`src/rtl/tochan_pkg.sv`:
```
`default_nettype none

package tochan_pkg;

  // ****************************************************************
  // timing
  // ****************************************************************
  localparam int unsigned CLK_PERIOD_NS = 25;
  localparam int unsigned TICK_MS = 100;
  localparam int unsigned SECOND_MS = 1000;
  localparam int unsigned TICK_CYCLES = (TICK_MS * 1000000) / CLK_PERIOD_NS;
  localparam int unsigned SECOND_CYCLES = (SECOND_MS * 1000000) / CLK_PERIOD_NS;

  // ****************************************************************
  // field widths, ranges and reset values
  // ****************************************************************
  localparam int CNT_W = 14;
  localparam logic [13:0] CNT_MIN = 14'h0001;
  localparam logic [13:0] CNT_MAX = 14'h270F;
  localparam logic [13:0] WIDTH_DEFAULT = 14'h0001;
  localparam logic [13:0] PULSE_COUNT_DEFAULT = 14'h0001;
  localparam logic [13:0] FAILSAFE_SEC_DEFAULT = 14'h001E;

  // ****************************************************************
  // configuration encodings
  // ****************************************************************
  typedef enum logic [1:0] {
    DRIVE_GROUND = 2'h0,
    DRIVE_VOLTAGE = 2'h1,
    DRIVE_COMBINED = 2'h2
  } tochan_drive_e;

  typedef enum logic [1:0] {
    BEH_MANUAL = 2'h0,
    BEH_PULSED = 2'h1,
    BEH_DELAYED_TURN_ON = 2'h2,
    BEH_DELAYED_TURN_OFF = 2'h3
  } tochan_beh_e;

  typedef enum logic [1:0] {
    FS_NONE = 2'h0,
    FS_ACTIVATE = 2'h1,
    FS_DEACTIVATE = 2'h2
  } tochan_fs_e;

endpackage

`default_nettype wire

```
`src/rtl/tochan_tick_if.sv`:
```
`timescale 1ns/1ps
`default_nettype none

// ****************************************************************
// tick carrier between a divider and its user
// ****************************************************************
interface tochan_tick_if;
  logic tick;
  logic restart;

  modport src (output tick, input restart);
  modport snk (input tick, output restart);
endinterface

`default_nettype wire
```
`src/rtl/timed_output_channel.sv`:
```
`timescale 1ns/1ps
`default_nettype none

// Function
// - The line is driven only while output mode is selected, and after reset the channel is in input mode.
// - Ground type grounds the line while active, voltage type supplies voltage while active, combined supplies voltage while active and grounds it while inactive.
// - Four behaviours exist, manual, pulsed, delayed turn-on and delayed turn-off, with manual as default.
// - In manual behaviour only activate and deactivate commands and the failsafe change the output.
// - In pulsed behaviour an activate command starts alternating active and inactive phases.
// - Delayed turn-on holds the output inactive for the delay after a start and then makes it active.
// - Delayed turn-off makes the output inactive once the delay has passed after a start.
// - Pulsing repeats forever by default or stops after a programmed number of repetitions.
// - Each counted repetition is one active phase then one inactive phase, and the count defaults to one.
// - The inactive phase lasts 1 to 9999 ticks of 100 ms, one tick by default.
// - The active phase lasts 1 to 9999 ticks of 100 ms, one tick by default.
// - The turn-on and turn-off delay lasts 1 to 9999 ticks of 100 ms, one tick by default.
// - When the failsafe fires the output is left alone, forced active or forced inactive as selected.
// - A relay channel closes its contact when active and opens it when inactive, with the same behaviours; the code keeps the contact open in input mode.
// - The failsafe fires after 1 to 9999 seconds without I/O activity, 30 by default; the second divider runs free, so the code fires up to a second early.
module timed_output_channel
  import tochan_pkg::*;
#(
  parameter int unsigned TICK_PERIOD = TICK_CYCLES,
  parameter int unsigned SECOND_PERIOD = SECOND_CYCLES
) (
  // clock and reset
  input wire logic ref_clk,
  input wire logic rst,
  // configuration
  input wire logic outputMode,
  input wire logic [1:0] driveType,
  input wire logic [1:0] behaviour,
  input wire logic pulseCounted,
  input wire logic [13:0] pulseCount,
  input wire logic [13:0] inactiveWidth,
  input wire logic [13:0] activeWidth,
  input wire logic [13:0] delayTicks,
  input wire logic [1:0] failsafeAction,
  input wire logic failsafeEnable,
  input wire logic [13:0] failsafeSeconds,
  // commands and activity
  input wire logic cmdActivate,
  input wire logic cmdDeactivate,
  input wire logic ioActivity,
  // field line and relay contact
  output logic lineOut,
  output logic lineOe,
  output logic relayClose,
  // status
  output logic chanActive,
  output logic seqRunning,
  output logic failsafeFired
);

  // ****************************************************************
  // tick sources
  // ****************************************************************
  tochan_tick_if phaseTk ();
  tochan_tick_if secTk ();

  tochan_tick_div #(.PERIOD(TICK_PERIOD)) uPhaseDiv (
    .ref_clk(ref_clk),
    .rst(rst),
    .tk(phaseTk.src)
  );

  tochan_tick_div #(.PERIOD(SECOND_PERIOD)) uSecDiv (
    .ref_clk(ref_clk),
    .rst(rst),
    .tk(secTk.src)
  );

  // out-of-range widths are clamped so a zero never stalls a phase
  function automatic logic [13:0] clampTicks(input logic [13:0] v);
    if (v < CNT_MIN) begin
      return CNT_MIN;
    end else if (v > CNT_MAX) begin
      return CNT_MAX;
    end
    return v;
  endfunction

  typedef enum logic [1:0] {
    ST_IDLE,
    ST_PULSE_ON,
    ST_PULSE_OFF,
    ST_DELAY
  } tochan_state_e;

  tochan_state_e state_reg;
  logic active_reg;
  logic [13:0] timer_reg;
  logic [13:0] reps_reg;
  logic [13:0] fsCount_reg;
  logic fsFired_reg;
  logic anyCmd;
  logic phaseEnd;
  logic fsTrig;

  assign anyCmd = cmdActivate || cmdDeactivate;
  assign phaseEnd = phaseTk.tick && (timer_reg == 14'h0001);
  // a command resets the phase divider so the first tick is a full period away
  assign phaseTk.restart = anyCmd;
  assign secTk.restart = 1'b0;

  // ****************************************************************
  // failsafe inactivity timer
  // ****************************************************************
  // commands count as activity; the trigger fires once per quiet spell
  assign fsTrig = failsafeEnable && !fsFired_reg && !anyCmd && !ioActivity && secTk.tick
                  && (fsCount_reg + 14'h0001 >= clampTicks(failsafeSeconds));

  always_ff @(posedge ref_clk) begin
    if (rst) begin
      fsCount_reg <= 14'h0000;
      fsFired_reg <= 1'b0;
    end else if (anyCmd || ioActivity || !failsafeEnable) begin
      fsCount_reg <= 14'h0000;
      fsFired_reg <= 1'b0;
    end else if (fsTrig) begin
      fsFired_reg <= 1'b1;
    end else if (secTk.tick && !fsFired_reg) begin
      fsCount_reg <= fsCount_reg + 14'h0001;
    end
  end

  // ****************************************************************
  // sequence engine
  // ****************************************************************
  // commands beat the failsafe, which beats a running phase
  always_ff @(posedge ref_clk) begin
    if (rst) begin
      state_reg <= ST_IDLE;
      active_reg <= 1'b0;
      timer_reg <= WIDTH_DEFAULT;
      reps_reg <= PULSE_COUNT_DEFAULT;
    end else if (cmdDeactivate) begin
      state_reg <= ST_IDLE;
      active_reg <= 1'b0;
    end else if (cmdActivate) begin
      unique case (tochan_beh_e'(behaviour))
        BEH_MANUAL: begin
          state_reg <= ST_IDLE;
          active_reg <= 1'b1;
        end
        BEH_PULSED: begin
          state_reg <= ST_PULSE_ON;
          active_reg <= 1'b1;
          timer_reg <= clampTicks(activeWidth);
          reps_reg <= clampTicks(pulseCount);
        end
        BEH_DELAYED_TURN_ON: begin
          state_reg <= ST_DELAY;
          active_reg <= 1'b0;
          timer_reg <= clampTicks(delayTicks);
        end
        BEH_DELAYED_TURN_OFF: begin
          state_reg <= ST_DELAY;
          active_reg <= 1'b1;
          timer_reg <= clampTicks(delayTicks);
        end
      endcase
    end else if (fsTrig && failsafeAction == FS_ACTIVATE) begin
      state_reg <= ST_IDLE;
      active_reg <= 1'b1;
    end else if (fsTrig && failsafeAction == FS_DEACTIVATE) begin
      state_reg <= ST_IDLE;
      active_reg <= 1'b0;
    end else if (state_reg != ST_IDLE && phaseTk.tick) begin
      if (!phaseEnd) begin
        timer_reg <= timer_reg - 14'h0001;
      end else begin
        unique case (state_reg)
          ST_PULSE_ON: begin
            state_reg <= ST_PULSE_OFF;
            active_reg <= 1'b0;
            timer_reg <= clampTicks(inactiveWidth);
          end
          ST_PULSE_OFF: begin
            if (pulseCounted && reps_reg == 14'h0001) begin
              state_reg <= ST_IDLE;
              active_reg <= 1'b0;
            end else begin
              state_reg <= ST_PULSE_ON;
              active_reg <= 1'b1;
              timer_reg <= clampTicks(activeWidth);
              if (pulseCounted) begin
                reps_reg <= reps_reg - 14'h0001;
              end
            end
          end
          ST_DELAY: begin
            state_reg <= ST_IDLE;
            active_reg <= !active_reg;
          end
          ST_IDLE: begin
            state_reg <= ST_IDLE;
          end
        endcase
      end
    end
  end

  // ****************************************************************
  // pin drive
  // ****************************************************************
  // registered so the field pin never glitches on a decode change
  always_ff @(posedge ref_clk) begin
    if (rst || !outputMode) begin
      lineOut <= 1'b0;
      lineOe <= 1'b0;
      relayClose <= 1'b0;
    end else begin
      relayClose <= active_reg;
      unique case (driveType)
        DRIVE_VOLTAGE: begin
          lineOut <= 1'b1;
          lineOe <= active_reg;
        end
        DRIVE_COMBINED: begin
          lineOut <= active_reg;
          lineOe <= 1'b1;
        end
        default: begin
          lineOut <= 1'b0;
          lineOe <= active_reg;
        end
      endcase
    end
  end

  assign chanActive = active_reg;
  assign seqRunning = (state_reg != ST_IDLE);
  assign failsafeFired = fsFired_reg;

endmodule

`default_nettype wire

```
`src/rtl/tochan_tick_div.sv`:
```
`timescale 1ns/1ps
`default_nettype none

// ****************************************************************
// divider: one-cycle tick every PERIOD clocks
// ****************************************************************
module tochan_tick_div #(
  parameter int unsigned PERIOD = 4
) (
  // clock and reset
  input wire logic ref_clk,
  input wire logic rst,
  // tick out, restart in
  tochan_tick_if.src tk
);

  logic [31:0] count_reg;

  // restart aligns the first tick to a full period after a command
  always_ff @(posedge ref_clk) begin
    if (rst || tk.restart) begin
      count_reg <= 32'h0000_0000;
    end else if (count_reg == 32'(PERIOD - 1)) begin
      count_reg <= 32'h0000_0000;
    end else begin
      count_reg <= count_reg + 32'h0000_0001;
    end
  end

  assign tk.tick = (count_reg == 32'(PERIOD - 1)) && !tk.restart;

endmodule

`default_nettype wire

```
`config.mk`:
```
export PLATFORM = sky130hd
export DESIGN_NAME = timed_output_channel
export DESIGN_NICKNAME = d
export VERILOG_FILES = /design/src/rtl/tochan_pkg.sv /design/src/rtl/tochan_tick_if.sv /design/src/rtl/timed_output_channel.sv /design/src/rtl/tochan_tick_div.sv
export SDC_FILE = /design/constraint.sdc
export NUM_CORES = 1
export LEC_CHECK = 0
export BUFFER_PORTS_ARGS = -buffer_cell sky130_fd_sc_hd__buf_4
export CAP_MARGIN = 20
export CORE_MARGIN = 3
export CORE_UTILIZATION = 52
export DETAILED_ROUTE_END_ITERATION = 7
export PLACE_DENSITY = 0.73
export REMOVE_ABC_BUFFERS = 1
export SLEW_MARGIN = 10
export SYNTH_ARGS = -nofsm -noshare
export SYNTH_HDL_FRONTEND = slang
export SYNTH_SLANG_ARGS = --single-unit
```
`constraint.sdc`:
```
create_clock -name ref_clk -period 6.55 [get_ports ref_clk]
set_clock_uncertainty 0.05 [all_clocks]
set_input_delay 0.655 -clock ref_clk [delete_from_list [all_inputs] [get_ports ref_clk]]
set_output_delay 0.655 -clock ref_clk [all_outputs]
set_load 0.005 [all_outputs]
```
==> results of run 1 <==
-- path summary, 6_finish.rpt --
path / cells after the start / from / slack [ns] / to
max: 14 / failsafeSeconds[7] / 2.40 / timer_reg[13]
min: 1 / uSecDiv.count_reg[0] / 0.41 / uSecDiv.count_reg[0]
max reg2reg: 13 / fsCount_reg[2] / 2.57 / timer_reg[13]
min reg2reg: 1 / uSecDiv.count_reg[0] / 0.41 / uSecDiv.count_reg[0]
-- area by class of cell --
type / count / share of cell area (%)
Multi-Input combinational cell: 724 / 53.9
Timing Repair Buffer: 92 / 8.19
Sequential cell: 113 / 26.8
Inverter: 29 / 1.29
Tap cell: 176 / 2.61
Clock buffer: 21 / 5.70
Clock inverter: 11 / 1.53
-- cells in the final DEF, fill, tap and decap left out, drive strengths merged, types with 4 or more instances in the layout --
master and instances:
nand3 38, o21ai 48, nor4b 6, nand2b 5, and4 19, a32oi 4, nand4 27, and2 5
xor2 53, a211oi 6, or4 9, dfxtp 113, xnor2 32, nor3 26, inv 30, or3 17
mux2i 4, o31ai 13, nor2 143, clkbuf 21, a311oi 6, nor4 27, clkinvlp 5, o311ai 8
ha 27, o22ai 7, nand2 63, a21oi 55, buf 92, and3 15
-- power by group through the flow --
stage | sequential, mW | clock, mW | combinational, mW
after CTS | 0.706 | 0.949 | 0.192
after global placement | 0.721 | 0 | 0.189
after detailed placement | 0.721 | 0 | 0.190
final | 0.707 | 0.930 | 0.195
after floorplan | 0.718 | 0 | 0.103
after global routing | 0.708 | 0.974 | 0.214
-- through the flow --
stage / power (mW) / cell area (sq um) / hold WS (ns) / instances
floorplan: 0.821 / 6920 / 0.376 / 866
global placement: 0.910 / 7830 / 0.393 / 1134
detailed placement: 0.911 / 7830 / 0.403 / 1134
CTS: 1.85 / 8440 / 0.417 / 1166
global route: 1.90 / 8440 / 0.447 / 1166
finish: 1.83 / 8440 / 0.411 / 1166
-- critical path: stages --
cell,delay [ns]
buf_4,0.11
or4_1,0.54
nand4_1,0.12
a21oi_1,0.15
a31oi_1,0.37
nand2b_1,0.12
ha_1,0.28
nand2b_1,0.14
a21oi_1,0.14
o221ai_1,0.17
a2bb2oi_1,0.54
o22a_1,0.52
nand2_1,0.25
a31o_2,0.30
-- cell families (layout without fill, tap and decap cells) --
| kind of cell | Yosys count | in the layout | synth area share [%] |
|---|---|---|---|
| adder cells (fa/ha/maj) | 27 | 27 | 4.76 |
| XOR/XNOR | 85 | 85 | 10.5 |
| flip-flops | 113 | 113 | 31.9 |
| multiplexers | 4 | 4 | 0.564 |
| AND/OR/NAND/NOR | 415 | 415 | 29.8 |
| buffers and inverters | 70 | 153 | 4.14 |
| AO/OA/AOI/OAI | 193 | 193 | 18.4 |
-- per-layer routing --
layer / up-vias / wire length, microns / GRT usage (%)
li1: 3478 / - / -
met1: 3250 / 8450 / 33.1
met2: 258 / 7980 / 36.2
met3: 36 / 1430 / 5.81
met4: 0 / 404 / 9.87
met5: - / 0 / 0
==> results.md, run 1 <==
- Status: finished, final reports clean
- Final GP Congestion: 0.928
- CP Data Required Time: 6.80 ns
- Worst min path class: reg -> reg
- Fmax: 241 MHz
- Final layout net count: 1,088
- Yosys reg bits: 113
- IO Port Bufs: 89
- Area used by multi-input combinational logic: 4540 sq um
- Max VDD drop: 0.170 mV
- Max FO, Critical Path: 13
- Count leader, synth: nor2_1
- Register area share after synthesis: 31.9%
- Fin Setup TNS: 0 ns
- Iteration-0 DRC count of the detailed router: 560
- H-tree depth: 4
- Initial antenna violation count: 0
- Post_cts resized: 0
- Post-route minimum period: 4.15 ns
- Crit end category: flop
- Count of warnings emitted by yosys: 0
- Initial DRT Pass Iterations: 5
- Static leakage: 3.11 nW
- Die Ht: 123 microns
- Logic pwr share: 10.6%
- Clk pwr share: 50.8%
- Row count: 42
- Avg Vias per Cell: 6.02
- Core box area: 13,300 sq um
- GRT Total Usage: 24.1%
- CP startpoint kind: input port
- Mean routed wirelength per cell: 15.7 microns
- Synth top area share: 31.9%
- EDFF count, synth: 0
- Area growth from synthesis to layout: 18.8%
- Max_cap viols: 0
- TritonCTS buffer count: 17
- Starting Density: 53.4%
- Fin crit share: 63.4%
- P per Cell Area: 217 nW/um^2
- Max Slew Vio Count: 0
- Critical path class: in -> reg
- Mapped Cells: 907
- Syn Area/Cell: 7.83 sq um
- Dpl hpwl: 13,000 microns
- Clock insertion delay at the later pin of the skew report: 0.41 ns
- Total area of sequential cells: 2260 sq um
- Fillers: 1,204
- Gr ovfl total: 0
- Pre-CTS setup slack: 2.05 ns
- Worst-Margin Slew: 1.03 ns
- Most frequent cells after synthesis: nor2_1 (143), dfxtp_1 (113), nand2_1 (63)
- Die Area: 15,100 sq um
- Final worst slack: 2.40 ns
- FFs w/ async S/R, synth: 0%
- Netlist cell types: 72
- # DRC: 0
- Sw frac: 24.6%
- Final Hold Viols: 0
- CTS tree: done
- First-pass GRT wire length: 29,400 microns
- Cts hold-fix bufs: 0
- Post-synth top flop: dfxtp_1
- Largest net degree at the start of global routing: 39
- Synth Cell Area: 7100 sq um
- Clock Pin Slew Worst Setup and Hold Paths: 0.05 ns
- Reg power frac: 38.6%
- Vias post-DR: 7,022
- Yosys top cell by area: dfxtp_1
- DRT Wirelength: 18,300 microns
- Pint: 1.38 mW
- Clock buffer depth: 2
- Final setup fails: 0
- Fin util: 63.4%
- Final ANT Viol Nets: 0
- Die X: 123 microns
- Diodes inserted: 0
- CTS root buf: clkbuf_16
- Post-CTS setup buffer count: 0
- Area contributors post-synth: dfxtp_1 (32%), nor2_1 (7.6%), xor2_1 (6.5%)
- Net switching power: 450 uW
- Vias in the first global route: 6,277
- Number of top-level pins: 90
- Ratio of cells with drive above 1 in the final layout: 14.5%
- Slew HR: 31.2%
- RSZ-0062 raised after global routing: false
- Clock Sink Count: 113
- Crit path DAT: 4.40 ns
No activity file was read; power rests on OpenSTA's default activity.
==> run 2, diff against run 1 <==
ABC_AREA = 1   (was unset)
PLACE_DENSITY = 0.72   (was 0.73)
clock period = 4.2 ns   (was 6.55 ns; I/O delays follow)
==> results.md, run 2 <==
- Row count: 45 (+7.1%)
- Max Slew Vio Count: 0 (unchanged)
- Syn Area/Cell: 5.81 sq um (-26%)
- Die Area: 17,600 sq um (+17%)
- WHS: 0.176 ns (-0.235 ns)
- GRT Total Usage: 24.9% (+0.85 points)
- Fin crit share: 87.9%
- Diodes inserted: 0 (unchanged)
- CP Data Required Time: 4.46 ns (-2.34 ns)
- Die X: 133 microns (+8.1%)
- Register area share after synthesis: 27.1% (-4.8 points)
- TritonCTS buffer count: 17 (unchanged)
- Max VDD drop: 0.281 mV (+66%)
- Initial DRT Pass Iterations: 7 (+2)
- Iteration-0 DRC count of the detailed router: 581 (+3.8%)
- Count of warnings emitted by yosys: 0 (unchanged)
- Clock Pin Slew Worst Setup and Hold Paths: 0.06 ns (about the same)
- Mean routed wirelength per cell: 12.7 microns (-19%)
- Worst min path class: in -> reg
- Worst-Margin Slew: 0.823 ns (-0.207 ns)
- Clock Sink Count: 113 (unchanged)
- Count leader, synth: nand2_1
- IO Port Bufs: 89 (unchanged)
- Power consumption: 3.07 mW (+68%)
- Yosys top cell by area: dfxtp_1
- Most frequent cells after synthesis: nand2_1 (406), nor2_1 (259), inv_1 (207)
- Final setup fails: 0 (unchanged)
- Clock insertion delay at the later pin of the skew report: 0.41 ns (about the same)
- Cell Chain, Critical Path: ha_1 -> nand3_1 -> nor2_1 -> nand2_1 -> nor2_1 -> nand3_1 -> nor2_1 -> xnor2_1 -> inv_1 -> ha_1 -> nand2_1 -> a21oi_1 -> nor2_1 -> nand2_1 -> inv_1 -> nand2_1 -> nand3_1 -> nand3_1 -> nor2_1 -> nand2_1 -> nand2_1 -> nor2_1
- First-pass GRT wire length: 36,800 microns (+25%)
- Crit end category: flop
- Largest stage delay, worst path: 0.65 ns (+0.11 ns)
- Die Ht: 133 microns (+8.1%)
- Critical path class: reg -> reg
- CTS tree: done
- Mapped Cells: 1,438 (+59%)
- Final ANT Viol Nets: 0 (unchanged)
- FFs w/ async S/R, synth: 0% (unchanged)
- Largest net degree at the start of global routing: 25 (-36%)
- Commonest cells after routing, fill and taps aside: nand2_1 (406), nor2_1 (259), inv_1 (207), dfxtp_1 (113), buf_4 (93)
- DRT Wirelength: 22,100 microns (+21%)
- Crit path DAT: 3.95 ns (-0.45 ns)
- CTS root buf: clkbuf_16
- Starting Density: 54.0% (+0.56 points)
- Netlist cell types: 42 (-42%)
- Final GP Congestion: 0.915 (-1.4%)
- Critical path's slowest cell: nor2_1
- Initial antenna violation count: 0 (unchanged)
- Post-synth top flop: dfxtp_1
- Gr ovfl total: 0 (unchanged)
- Post_cts resized: 0 (unchanged)
- Crit-path leading delay family: simple AND/OR/NAND/NOR gates
- P per Cell Area: 312 nW/um^2 (+44%)
- EDFF count, synth: 0 (unchanged)
- Cts hold-fix bufs: 0 (unchanged)
- Area contributors post-synth: dfxtp_1 (27%), nand2_1 (18%), nor2_1 (12%)
- Final layout net count: 1,631 (+50%)
- Post-route minimum period: 3.69 ns
- Placed Cells: 1,712 (+51%)
- # DRC: 0 (unchanged)
- RSZ-0062 raised after global routing: false
- Commonest non-fill, non-tap cell in the layout: nand2_1
- Max FO, Critical Path: 13 (unchanged)
- Area growth from synthesis to layout: 17.6%
- CP startpoint kind: flop
- Pre-CTS setup slack: 0.565 ns (-1.48 ns)
- Status: finished, final reports clean
- Worst path buffer plus inverter count: 2 (+1)
- Yosys reg bits: 113 (unchanged)
- Core box area: 15,500 sq um (+16%)
- Slew HR: 44.9% (+14 points)
- Fin Setup TNS: 0 ns (unchanged)
- Avg Vias per Cell: 5.10 (-15%)
- Synth top area share: 27.1% (-4.8 points)
- Vias post-DR: 8,890 (+27%)
- Final worst slack: 0.509 ns (-1.89 ns)
- Vias in the first global route: 8,021 (+28%)
- Clock buffer depth: 2 (unchanged)
- Ratio of cells with drive above 1 in the final layout: 10.2% (-4.3 points)
- Static leakage: 4.57 nW (+47%)
- Dpl hpwl: 16,800 microns (+29%)
- Fin cells: 1,744 (+50%)
- Post-CTS setup buffer count: 0 (unchanged)
- H-tree depth: 4 (unchanged)
- Synth Cell Area: 8360 sq um (+18%)
- Final Hold Viols: 0 (unchanged)
- Number of top-level pins: 90 (unchanged)
- Fmax: 271 MHz
- Max_cap viols: 0 (unchanged)
run 2: cell type report:
class | instances | area [sq um]
flip-flops and latches | 113 | 2260
inverters | 209 | 785
clock inverters | 13 | 210
fillers | 1528 | 5660
well taps | 211 | 264
clock buffers | 19 | 443
multi-input cells | 1086 | 5160
repair buffers | 93 | 698
run 2: power by group:
group | switching (mW) | total, mW | internal, mW
clock network | 0.529 | 1.60 | 1.07
logic | 0.223 | 0.369 | 0.146
registers | 0.0139 | 1.10 | 1.09
total | 0.766 | 3.07 | 2.30
run 2: metal layers:
metal / up-vias / share of wire, % / track usage (%)
met5: - / 0 / 0
met4: 0 / 0.96 / 5.14
met3: 18 / 5.0 / 4.87
met2: 243 / 47 / 42.3
met1: 3943 / 47 / 33.1
li1: 4686 / - / -
run 2: path summary, 6_finish.rpt:
check	start	to	cells after the start	slack, ns
setup reg to reg	fsCount_reg[0]	timer_reg[8]	22	0.51
setup / recovery	fsCount_reg[0]	timer_reg[8]	22	0.51
hold / removal	rst	uSecDiv.count_reg[8]	2	0.18
hold reg to reg	uPhaseDiv.count_reg[0]	uPhaseDiv.count_reg[0]	1	0.40
run 2: kinds of logic (layout without fill, tap and decap cells):
family          after synthesis  after routing  share of synthesized area [%]
compound gates              136            136                           8.52
xor+xnor                     36             36                           3.77
fa+ha+maj                    27             27                           4.04
buf+inv                     239            334                           11.1
flops                       113            113                           27.1
simple gates                887            887                           45.5
run 2: per-stage QoR:
stage                     instance area [sq um]  util [%]
after CTS                                  9830      63.5
final                                      9830      63.5
after global placement                     9170      59.2
after global routing                       9830      63.5
after floorplan                            8210         -
after detailed placement                   9170      59.2
